**src/logic/sec_cfg_pkg.sv**
```systemverilog
// Summary of operation
// - Interrupt routing byte is read-write in both directions, resets to zero.
// - Interrupt pin byte reads 01h in forward mode, 00h in reverse mode.
// - Minimum grant byte bits 23:16 is read-only and reads zero.
// - Maximum latency byte bits 31:24 is read-only and reads zero.
// - Capability header returns identifier 07h and next pointer 90h.
// - Bit 16 reads one only in forward mode with wide strap high.
// - Bit 17 reads one in forward mode, zero in reverse mode.
// - Bit 18 sets on discarded split completion, forward mode only.
// - Bit 19 sets on unexpected split completion, reverse mode only.
// - Bit 20 sets when a split completion is cut for buffer full.
// - Bit 21 sets when a split request is delayed by commitment limit.
// - Bits 24:22 give secondary clock code in forward mode, zero reverse.
package sec_cfg_pkg;

  // Dword offsets in configuration space
  localparam logic [7:0] OFF_SEC_IRQ = 8'h7c;
  localparam logic [7:0] OFF_PCIX_CAP = 8'h80;

  // Byte fields of the interrupt dword
  localparam int ROUTING_LSB = 0;
  localparam int PIN_LSB = 8;
  localparam int BURST_LSB = 16;
  localparam int INTERVAL_LSB = 24;

  // Fixed values and reset values
  localparam logic [7:0] ROUTING_RST = 8'h00;
  localparam logic [7:0] PIN_FWD_VAL = 8'h01;
  localparam logic [7:0] PIN_REV_VAL = 8'h00;
  localparam logic [7:0] BURST_VAL = 8'h00;
  localparam logic [7:0] INTERVAL_VAL = 8'h00;
  localparam logic [7:0] CAP_ID_VAL = 8'h07;
  localparam logic [7:0] CAP_LINK_VAL = 8'h90;

  // Capability dword fields
  localparam int CAP_ID_LSB = 0;
  localparam int CAP_LINK_LSB = 8;
  localparam int WIDE_BIT = 16;
  localparam int FAST_BIT = 17;
  localparam int FLAG_LSB = 18;
  localparam int FLAG_COUNT = 4;
  localparam int CLK_LSB = 22;
  localparam int CLK_W = 3;

  // Flag indices inside the flag vector (bits 18..21)
  localparam int FLG_DISCARD = 0;
  localparam int FLG_UNEXPECTED = 1;
  localparam int FLG_OVERRUN = 2;
  localparam int FLG_DELAYED = 3;
  localparam logic [FLAG_COUNT-1:0] FLAG_RST = 4'h0;

  // Secondary clock codes
  localparam logic [CLK_W-1:0] CLK_CONV = 3'h0;
  localparam logic [CLK_W-1:0] CLK_66 = 3'h1;
  localparam logic [CLK_W-1:0] CLK_133 = 3'h2;

  // Strap synchroniser width: direction, wide strap, clock code
  localparam int STRAP_W = 5;

  // Bridge direction
  typedef enum logic {
    DIR_FORWARD = 1'b0,
    DIR_REVERSE = 1'b1
  } bridge_dir_t;

  // Strap capture sequence after reset release; the synchroniser is
  // cleared by reset, so two edges pass before it shows the pins
  typedef enum logic [1:0] {
    CAP_WAIT = 2'b00,
    CAP_FILL = 2'b01,
    CAP_SETTLE = 2'b10,
    CAP_DONE = 2'b11
  } capture_st_t;

  // Dword decode shared by read and write paths
  function automatic logic hits_dword(input logic [7:0] addr,
                                      input logic [7:0] off);
    hits_dword = (addr[7:2] == off[7:2]);
  endfunction

endpackage

```
**src/logic/strap_sync.sv**
```systemverilog
`timescale 1ns/1ps
module strap_sync
  import sec_cfg_pkg::*;
(
  // Clock and reset
  input wire logic ref_clk,
  input wire logic rstn,
  // Asynchronous pin levels and their synchronised copies
  input wire logic [STRAP_W-1:0] pin_in,
  output logic [STRAP_W-1:0] pin_sync
);

  logic [STRAP_W-1:0] meta_reg;

  // Two stages; only the second stage is seen by any logic
  always_ff @(posedge ref_clk or negedge rstn) begin
    if (!rstn) begin
      meta_reg <= '0;
      pin_sync <= '0;
    end else begin
      meta_reg <= pin_in;
      pin_sync <= meta_reg;
    end
  end

endmodule

```
**src/logic/bridge_secondary_cfg_status.sv**
```systemverilog
`timescale 1ns/1ps
module bridge_secondary_cfg_status
  import sec_cfg_pkg::*;
(
  // Clock and reset
  input wire logic ref_clk,
  input wire logic rstn,
  // Configuration access port
  input wire logic [7:0] cfg_addr,
  input wire logic cfg_wr,
  input wire logic cfg_rd,
  input wire logic [3:0] cfg_be,
  input wire logic [31:0] cfg_wdata,
  output logic [31:0] cfg_rdata,
  output logic cfg_rdata_valid,
  // Straps and secondary clock detect pins
  input wire logic reverse_mode_strap,
  input wire logic wide_bus_strap,
  input wire logic [CLK_W-1:0] sec_clk_code,
  // Split transaction events from the datapath
  input wire logic split_discard_evt,
  input wire logic unexpected_cpl_evt,
  input wire logic cpl_overrun_evt,
  input wire logic split_delayed_evt,
  // State seen by the rest of the bridge
  output logic [7:0] irq_routing,
  output logic bridge_reverse,
  output logic mode_valid
);

  logic [STRAP_W-1:0] strap_sync_q;
  logic rev_sync;
  logic wide_sync;
  logic [CLK_W-1:0] clk_sync;
  capture_st_t cap_reg;
  capture_st_t cap_next;
  bridge_dir_t dir_reg;
  logic fwd;
  logic [7:0] routing_reg;
  logic [FLAG_COUNT-1:0] flag_reg;
  logic [FLAG_COUNT-1:0] flag_set;
  logic [FLAG_COUNT-1:0] flag_clr;
  logic [CLK_W-1:0] clk_code_reg;
  logic wide_bit;
  logic fast_bit;
  logic [7:0] pin_code;
  logic [31:0] irq_word;
  logic [31:0] cap_word;
  logic [31:0] rdata_next;
  logic wr_irq;
  logic wr_cap;

  // Strap pins arrive unsynchronised to the bridge clock
  strap_sync u_strap_sync (
    .ref_clk(ref_clk),
    .rstn(rstn),
    .pin_in({sec_clk_code, wide_bus_strap, reverse_mode_strap}),
    .pin_sync(strap_sync_q)
  );

  assign rev_sync = strap_sync_q[0];
  assign wide_sync = strap_sync_q[1];
  assign clk_sync = strap_sync_q[4:2];

  // Capture sequence: wait for the synchroniser to fill, then latch once
  always_comb begin
    case (cap_reg)
      CAP_WAIT: cap_next = CAP_FILL;
      CAP_FILL: cap_next = CAP_SETTLE;
      CAP_SETTLE: cap_next = CAP_DONE;
      CAP_DONE: cap_next = CAP_DONE;
      default: cap_next = CAP_DONE;
    endcase
  end

  always_ff @(posedge ref_clk or negedge rstn) begin
    if (!rstn) begin
      cap_reg <= CAP_WAIT;
    end else begin
      cap_reg <= cap_next;
    end
  end

  // Direction is frozen once captured so a moving reverse strap never shifts read values mid-run
  always_ff @(posedge ref_clk or negedge rstn) begin
    if (!rstn) begin
      dir_reg <= DIR_FORWARD;
    end else if (cap_reg == CAP_SETTLE) begin
      dir_reg <= rev_sync ? DIR_REVERSE : DIR_FORWARD;
    end
  end

  assign fwd = (dir_reg == DIR_FORWARD);
  assign mode_valid = (cap_reg == CAP_DONE);
  assign bridge_reverse = (dir_reg == DIR_REVERSE);

  // Write strobes per dword
  assign wr_irq = cfg_wr && hits_dword(cfg_addr, OFF_SEC_IRQ);
  assign wr_cap = cfg_wr && hits_dword(cfg_addr, OFF_PCIX_CAP);

  // Interrupt routing byte, filled by initialisation software
  always_ff @(posedge ref_clk or negedge rstn) begin
    if (!rstn) begin
      routing_reg <= ROUTING_RST;
    end else if (wr_irq && cfg_be[0]) begin
      routing_reg <= cfg_wdata[ROUTING_LSB +: 8];
    end
  end

  assign irq_routing = routing_reg;

  // Set events; discard and unexpected are gated by the direction that owns them.
  // Before capture the direction still reads forward, so the discard
  // flag also waits for mode_valid or a reverse bridge could set it.
  assign flag_set[FLG_DISCARD] =
    split_discard_evt && fwd && mode_valid;
  assign flag_set[FLG_UNEXPECTED] = unexpected_cpl_evt && !fwd;
  assign flag_set[FLG_OVERRUN] = cpl_overrun_evt;
  assign flag_set[FLG_DELAYED] = split_delayed_evt;

  // Flags all sit in byte lane 2 of the capability dword
  assign flag_clr = (wr_cap && cfg_be[2]) ?
    cfg_wdata[FLAG_LSB +: FLAG_COUNT] : '0;

  // Sticky flags; the set term is tested first so a racing event survives
  for (genvar i = 0; i < FLAG_COUNT; i++) begin : g_flag
    always_ff @(posedge ref_clk or negedge rstn) begin
      if (!rstn) begin
        flag_reg[i] <= FLAG_RST[i];
      end else if (flag_set[i]) begin
        flag_reg[i] <= 1'b1;
      end else if (flag_clr[i]) begin
        flag_reg[i] <= 1'b0;
      end
    end
  end

  // Secondary clock code follows the detect pins only in forward mode
  always_ff @(posedge ref_clk or negedge rstn) begin
    if (!rstn) begin
      clk_code_reg <= CLK_CONV;
    end else if (fwd && mode_valid) begin
      clk_code_reg <= clk_sync;
    end else begin
      clk_code_reg <= CLK_CONV;
    end
  end

  // Capability bits derived from direction and strap
  assign wide_bit = fwd && wide_sync;
  assign fast_bit = fwd;
  assign pin_code = fwd ? PIN_FWD_VAL : PIN_REV_VAL;

  // Interrupt dword image
  always_comb begin
    irq_word = '0;
    irq_word[ROUTING_LSB +: 8] = routing_reg;
    irq_word[PIN_LSB +: 8] = pin_code;
    irq_word[BURST_LSB +: 8] = BURST_VAL;
    irq_word[INTERVAL_LSB +: 8] = INTERVAL_VAL;
  end

  // Capability dword image; bits 31:25 stay zero
  always_comb begin
    cap_word = '0;
    cap_word[CAP_ID_LSB +: 8] = CAP_ID_VAL;
    cap_word[CAP_LINK_LSB +: 8] = CAP_LINK_VAL;
    cap_word[WIDE_BIT] = wide_bit;
    cap_word[FAST_BIT] = fast_bit;
    cap_word[FLAG_LSB +: FLAG_COUNT] = flag_reg;
    cap_word[CLK_LSB +: CLK_W] = clk_code_reg;
  end

  // Read mux; any other dword reads as zero
  always_comb begin
    if (hits_dword(cfg_addr, OFF_SEC_IRQ)) begin
      rdata_next = irq_word;
    end else if (hits_dword(cfg_addr, OFF_PCIX_CAP)) begin
      rdata_next = cap_word;
    end else begin
      rdata_next = '0;
    end
  end

  // Read data is held until the next read; valid is cfg_rd delayed by one cycle
  always_ff @(posedge ref_clk or negedge rstn) begin
    if (!rstn) begin
      cfg_rdata <= '0;
    end else if (cfg_rd) begin
      cfg_rdata <= rdata_next;
    end
  end

  always_ff @(posedge ref_clk or negedge rstn) begin
    if (!rstn) begin
      cfg_rdata_valid <= 1'b0;
    end else begin
      cfg_rdata_valid <= cfg_rd;
    end
  end
endmodule

```
**config.mk**
```make
export PLATFORM = sky130hd
export DESIGN_NAME = bridge_secondary_cfg_status
export DESIGN_NICKNAME = d
export VERILOG_FILES = /design/src/logic/sec_cfg_pkg.sv /design/src/logic/strap_sync.sv /design/src/logic/bridge_secondary_cfg_status.sv
export SDC_FILE = /design/constraint.sdc
export NUM_CORES = 1
export LEC_CHECK = 0
export ABC_CLOCK_PERIOD_IN_PS = 3100
export BUFFER_PORTS_ARGS = -buffer_cell sky130_fd_sc_hd__buf_2
export CAP_MARGIN = 10
export CORE_UTILIZATION = 48
export CTS_CLUSTER_DIAMETER = 100
export DETAILED_ROUTE_END_ITERATION = 10
export GPL_TIMING_DRIVEN = 0
export PLACE_DENSITY = 0.85
export SYNTH_ARGS = -nofsm -noshare
export SYNTH_HDL_FRONTEND = slang
export SYNTH_HIERARCHICAL = 1
export SYNTH_SLANG_ARGS = --single-unit
```
**constraint.sdc**
```tcl
create_clock -name ref_clk -period 3.1 [get_ports ref_clk]
set_clock_uncertainty 0.05 [all_clocks]
set_input_delay 0.62 -clock ref_clk [delete_from_list [all_inputs] [get_ports ref_clk]]
set_output_delay 0.62 -clock ref_clk [all_outputs]
set_load 0.03 [all_outputs]
```
* Word level (Yosys, flattened, before mapping) *
Cells that the tools add are included.

word-level totals
  logic and storage cells = 48
  input port bits = 57
  bits in registers = 61
  output and inout bits = 43

operators by class
  eq/ne operators = 5
  reductions and logical operators = 15
  bitwise gates (word level) = 1
  multiplexer cells = 15

operator list
  operator            count
  $mux 25             2
  $mux 1              10
  $logic_and 1x1->1   9
  $reduce_bool 2->1   4
  $eq 6x5->1 const B  1
  $eq 6x6->1 const B  1
  $pmux 2 s3          1
  $eq 2x2->1 const B  2
  $mux 4              1
  $mux 3              1
  $eq 2x1->1 const B  1
  $logic_not 2->1     1
  $reduce_or 2->1     1
  $not 1->1           1

* Logic depth before layout (Yosys ltp) *
  depth after elaboration = 6
  depth in mapped cells = 4
  depth with buffers taken out = 3

* Cells and area by module *
The synthesis kept the hierarchy.

modules (own cells, without submodules)
  module                       sequential area each (um^2)  cells each  area each (um^2)  instances
  bridge_secondary_cfg_status  950.9                        148         1709.1            1
  strap_sync                   250.2                        10          250.2             1

* Worst setup path before layout *
OpenSTA, ideal clock, no wires.

  kind = input -> register
  from = input port cfg_addr[7]
  to = register routing_reg[0] (netlist: irq_routing[0])
  data arrival time = 1.502 ns
  buffers on the path = 1
  data required time = 2.925 ns
  setup slack = 1.423 ns
  library setup time = 0.125 ns
  cell stages on the path = 4
  path through = and4b_4 > and2_4 > buf_8 > mux2_4

between the ends
  cells in the longest elaborated chain, start to end = 3

RTL lines
  item                  RTL line                            source
  start, declared       bridge_secondary_cfg_status.sv:9    input wire logic [7:0] cfg_addr,
  $eq 6x5->1            sec_cfg_pkg.sv:78                   hits_dword = (addr[7:2] == off[7:2]);
  $logic_and 1x1->1     bridge_secondary_cfg_status.sv:98   assign wr_irq = cfg_wr && hits_dword(cfg_addr, OFF_SEC_IRQ);
  $logic_and 1x1->1     bridge_secondary_cfg_status.sv:105  end else if (wr_irq && cfg_be[0]) begin
  end signal, assigned  bridge_secondary_cfg_status.sv:106  routing_reg <= cfg_wdata[ROUTING_LSB +: 8];
  end, declared         bridge_secondary_cfg_status.sv:39   logic [7:0] routing_reg;

No other way between the ends.
A chain may end at the register's enable or synchronous reset.

* Worst setup path after layout *
  from = register cap_reg[0]
  to = output port mode_valid

between the ends
  cells in the longest elaborated chain, start to end = 1

RTL lines
  item                    RTL line                           source
  start, declared         bridge_secondary_cfg_status.sv:35  capture_st_t cap_reg;
  start signal, assigned  bridge_secondary_cfg_status.sv:80  cap_reg <= cap_next;
  $eq 2x2->1              bridge_secondary_cfg_status.sv:94  assign mode_valid = (cap_reg == CAP_DONE);
  end, declared           bridge_secondary_cfg_status.sv:28  output logic mode_valid

No other way between the ends.

==> impl_metrics.ini <==
[pwr]
switching_share_pct = 25.4
p_clk_share_pct = 31.5
pwr-share-comb_pct = 12.9
powerDensity_nw_per_um2 = 482
power_frac_seq_pct = 55.6
vdd_drop_max_v = 0.000337
p_switching_uw = 303
p_leak_uw = 0.00124
p_int_uw = 887

[route]
drt.antenna.violating_nets = 0
num_vias = 1353
viasPerCell = 4.70
drc_errors = 0
drtIter0Drc = 50
first_pass_iters = 4
drt-total-wl_um = 3650
wl_per_cell_um = 12.7

[timing]
setup_viol_count_final = 0
slew-limit-headroom_pct = 33.8
finalHoldViolations = 0
rsz0062_at_grt = no
fmax_mhz = 583
drv_slew = 0
post-route-min-period_ns = 1.71
finalSetupTns_ns = 0
tightest_slew_ns = 0.993
fin_crit_sh_pct = 55.3

[grt]
grt_max_degree = 49
overflow = 0
grtUsageTotal_pct = 19.4
antenna_found_initial = 0
grt_pass1_vias = 1270
grt_pass1_wl_um = 6000

[synth]
avgSynthCellArea_um2 = 12.4
synth_top_cell_by_area = dfrtp_1
syn-cell-area_um2 = 1960
synth-simple-area-share_pct = 12.8
synth-seq-area-share_pct = 61.3
synth_top_family_by_area = simple AND/OR/NAND/NOR gates
synthTopCellsByArea = dfrtp_1 (61%), mux2_4 (6.1%), buf_4 (5.0%)
syn_inst = 158
synth_adder_area_share_pct = 0
synth-seq-cells = 48
yosysWarnings = 6
synth_compound_area_share_pct = 8.75
synth_mux_area_share_pct = 6.70
synth.distinct_cells = 33
yosysTopAreaCellShare_pct = 61.3
synth_xor_area_share_pct = 0

[clock_tree]
cts_setup_buffers = 0
htree_levels = 2
cts_tree = built
cts.sinks = 48
clockBufferDepth = 2
cts_hold_buffers = 0
clkLatencyLatePin_ns = 0.30
cts_resized = 0
cts_inserted_buffers = 5
clk_pin_slew_ns = 0.07
root_buffer = clkbuf_8

[placed_design]
numPortBuffers = 63
gp_congestion = 0.723
place_hpwl_um = 2740

[floorplan]
core_area_um2 = 3800
die_h_um = 65.9
num_rows = 22
dieArea_um2 = 4340
die_w_um = 65.9
io_pins = 100
start_util_pct = 51.6

[worst_hold_path]
hold_path.class = reg2reg

[cells_and_area]
largest_register_ffs = 19
syn_to_final_growth_pct = 26.1
drive_above_1_share_pct = 43.8
multi_input_area_um2 = 599
fillers = 309
seqCellArea_um2 = 1200
post-route-util_pct = 65.0
top_register = cfg_rdata
antenna_cells = 0
mostFrequentLayoutCells = buf_2 (64), dfrtp_1 (48), inv_1 (16)
layout_commonest_cell = buf_2
nets = 296

[setup_path]
end_kind = primary output
start_kind = flop
cp_max_fo = 4
setup.worst_path.class = reg2out
crit_arrival_ns = 1.04
worstPathRequired_ns = 2.43

[run]
maxCapViolCount = 0

[outcome]
status = finished, final reports clean
power groups by stage:
stage | combinational, µW | clock [µW] | sequential [µW]
2_1_floorplan | 68.8 | 0 | 700
3_3_place_gp | 151 | 0 | 672
3_5_place_dp | 154 | 0 | 674
4_1_cts | 155 | 384 | 662
5_1_grt | 167 | 416 | 664
6_report | 154 | 375 | 661
kinds of logic after synthesis:
logic type / after synthesis
and+or+nand+nor: 42
buffers and inverters: 35
DFF: 48
AOI/OAI and AO/OA: 23
other: 1
muxes: 9
metal layers:
metal	routed length, µm	vias up	part of all wire, %	track usage (%)
li1	-	669	-	-
met1	1480	636	40	23.3
met2	1910	41	52	32.0
met3	186	7	5.1	5.52
met4	75	0	2.1	8.70
met5	0	-	0	0
cells in the mapped netlist:
| cell | number |
|---|---|
| o32ai_1 | 1 |
| nand2b_1 | 4 |
| a31oi_2 | 2 |
| nand2_1 | 13 |
| mux2_4 | 8 |
| nor2b_1 | 3 |
| buf_8 | 1 |
| nor4b_4 | 1 |
| buf_4 | 13 |
| and4_1 | 1 |
| a22o_1 | 1 |
| nand3_2 | 1 |
| a31oi_1 | 1 |
| inv_1 | 16 |
| nand3_1 | 2 |
| and2_4 | 1 |
| conb_1 | 1 |
| mux2_2 | 1 |
| clkbuf_1 | 1 |
| buf_2 | 1 |
| nor2_1 | 4 |
| dfrtp_1 | 48 |
| a221o_1 | 1 |
| and4b_4 | 1 |
| nand2_2 | 1 |
| nand4_1 | 4 |
| o21ai_0 | 1 |
| o22ai_1 | 14 |
| or2_2 | 1 |
| o22a_2 | 2 |
| buf_6 | 1 |
| and2_1 | 5 |
| buf_1 | 2 |
worst max-delay path: stages (launching register included):
cell and delay, ns:
dfrtp_1 0.41, and2_1 0.17, buf_2 0.17
per-stage QoR:
| step | std cells | instance area, µm² | setup WS, ns | total power [µW] | hold slack, ns |
|---|---|---|---|---|---|
| after global placement | 280 | 2380 | 1.28 | 824 | 0.281 |
| after CTS | 288 | 2470 | 1.37 | 1200 | 0.303 |
| final | 288 | 2470 | 1.39 | 1190 | 0.301 |
| after floorplan | 169 | 2000 | 1.42 | 769 | 0.274 |
| after global routing | 288 | 2470 | 1.32 | 1250 | 0.311 |
| after detailed placement | 280 | 2380 | 1.25 | 828 | 0.285 |
layout make-up:
cell class	instances	area share [%]
buffer	19	5.67
clock buffer	7	3.50
clock inverter	1	0.304
inverter	16	2.43
multi-input combinational	86	24.3
sequential	48	48.6
tap	48	2.43
timing repair buffer	63	12.8
worst paths after layout:
path                       cells past startpoint                       end                     start  slack [ns]
setup / recovery                               2                mode_valid                cap_reg[0]        1.39
hold / removal                                 0  u_strap_sync/pin_sync[0]  u_strap_sync/meta_reg[0]        0.30
setup reg to reg                               3              cap_word[18]                cap_reg[0]        1.98
hold reg to reg                                0  u_strap_sync/pin_sync[0]  u_strap_sync/meta_reg[0]        0.30
max in group asynchronous                      1                cap_reg[0]                      rstn        1.95
min in group asynchronous                      1            irq_routing[5]                      rstn        0.43
No activity file was read; power rests on OpenSTA's default activity.
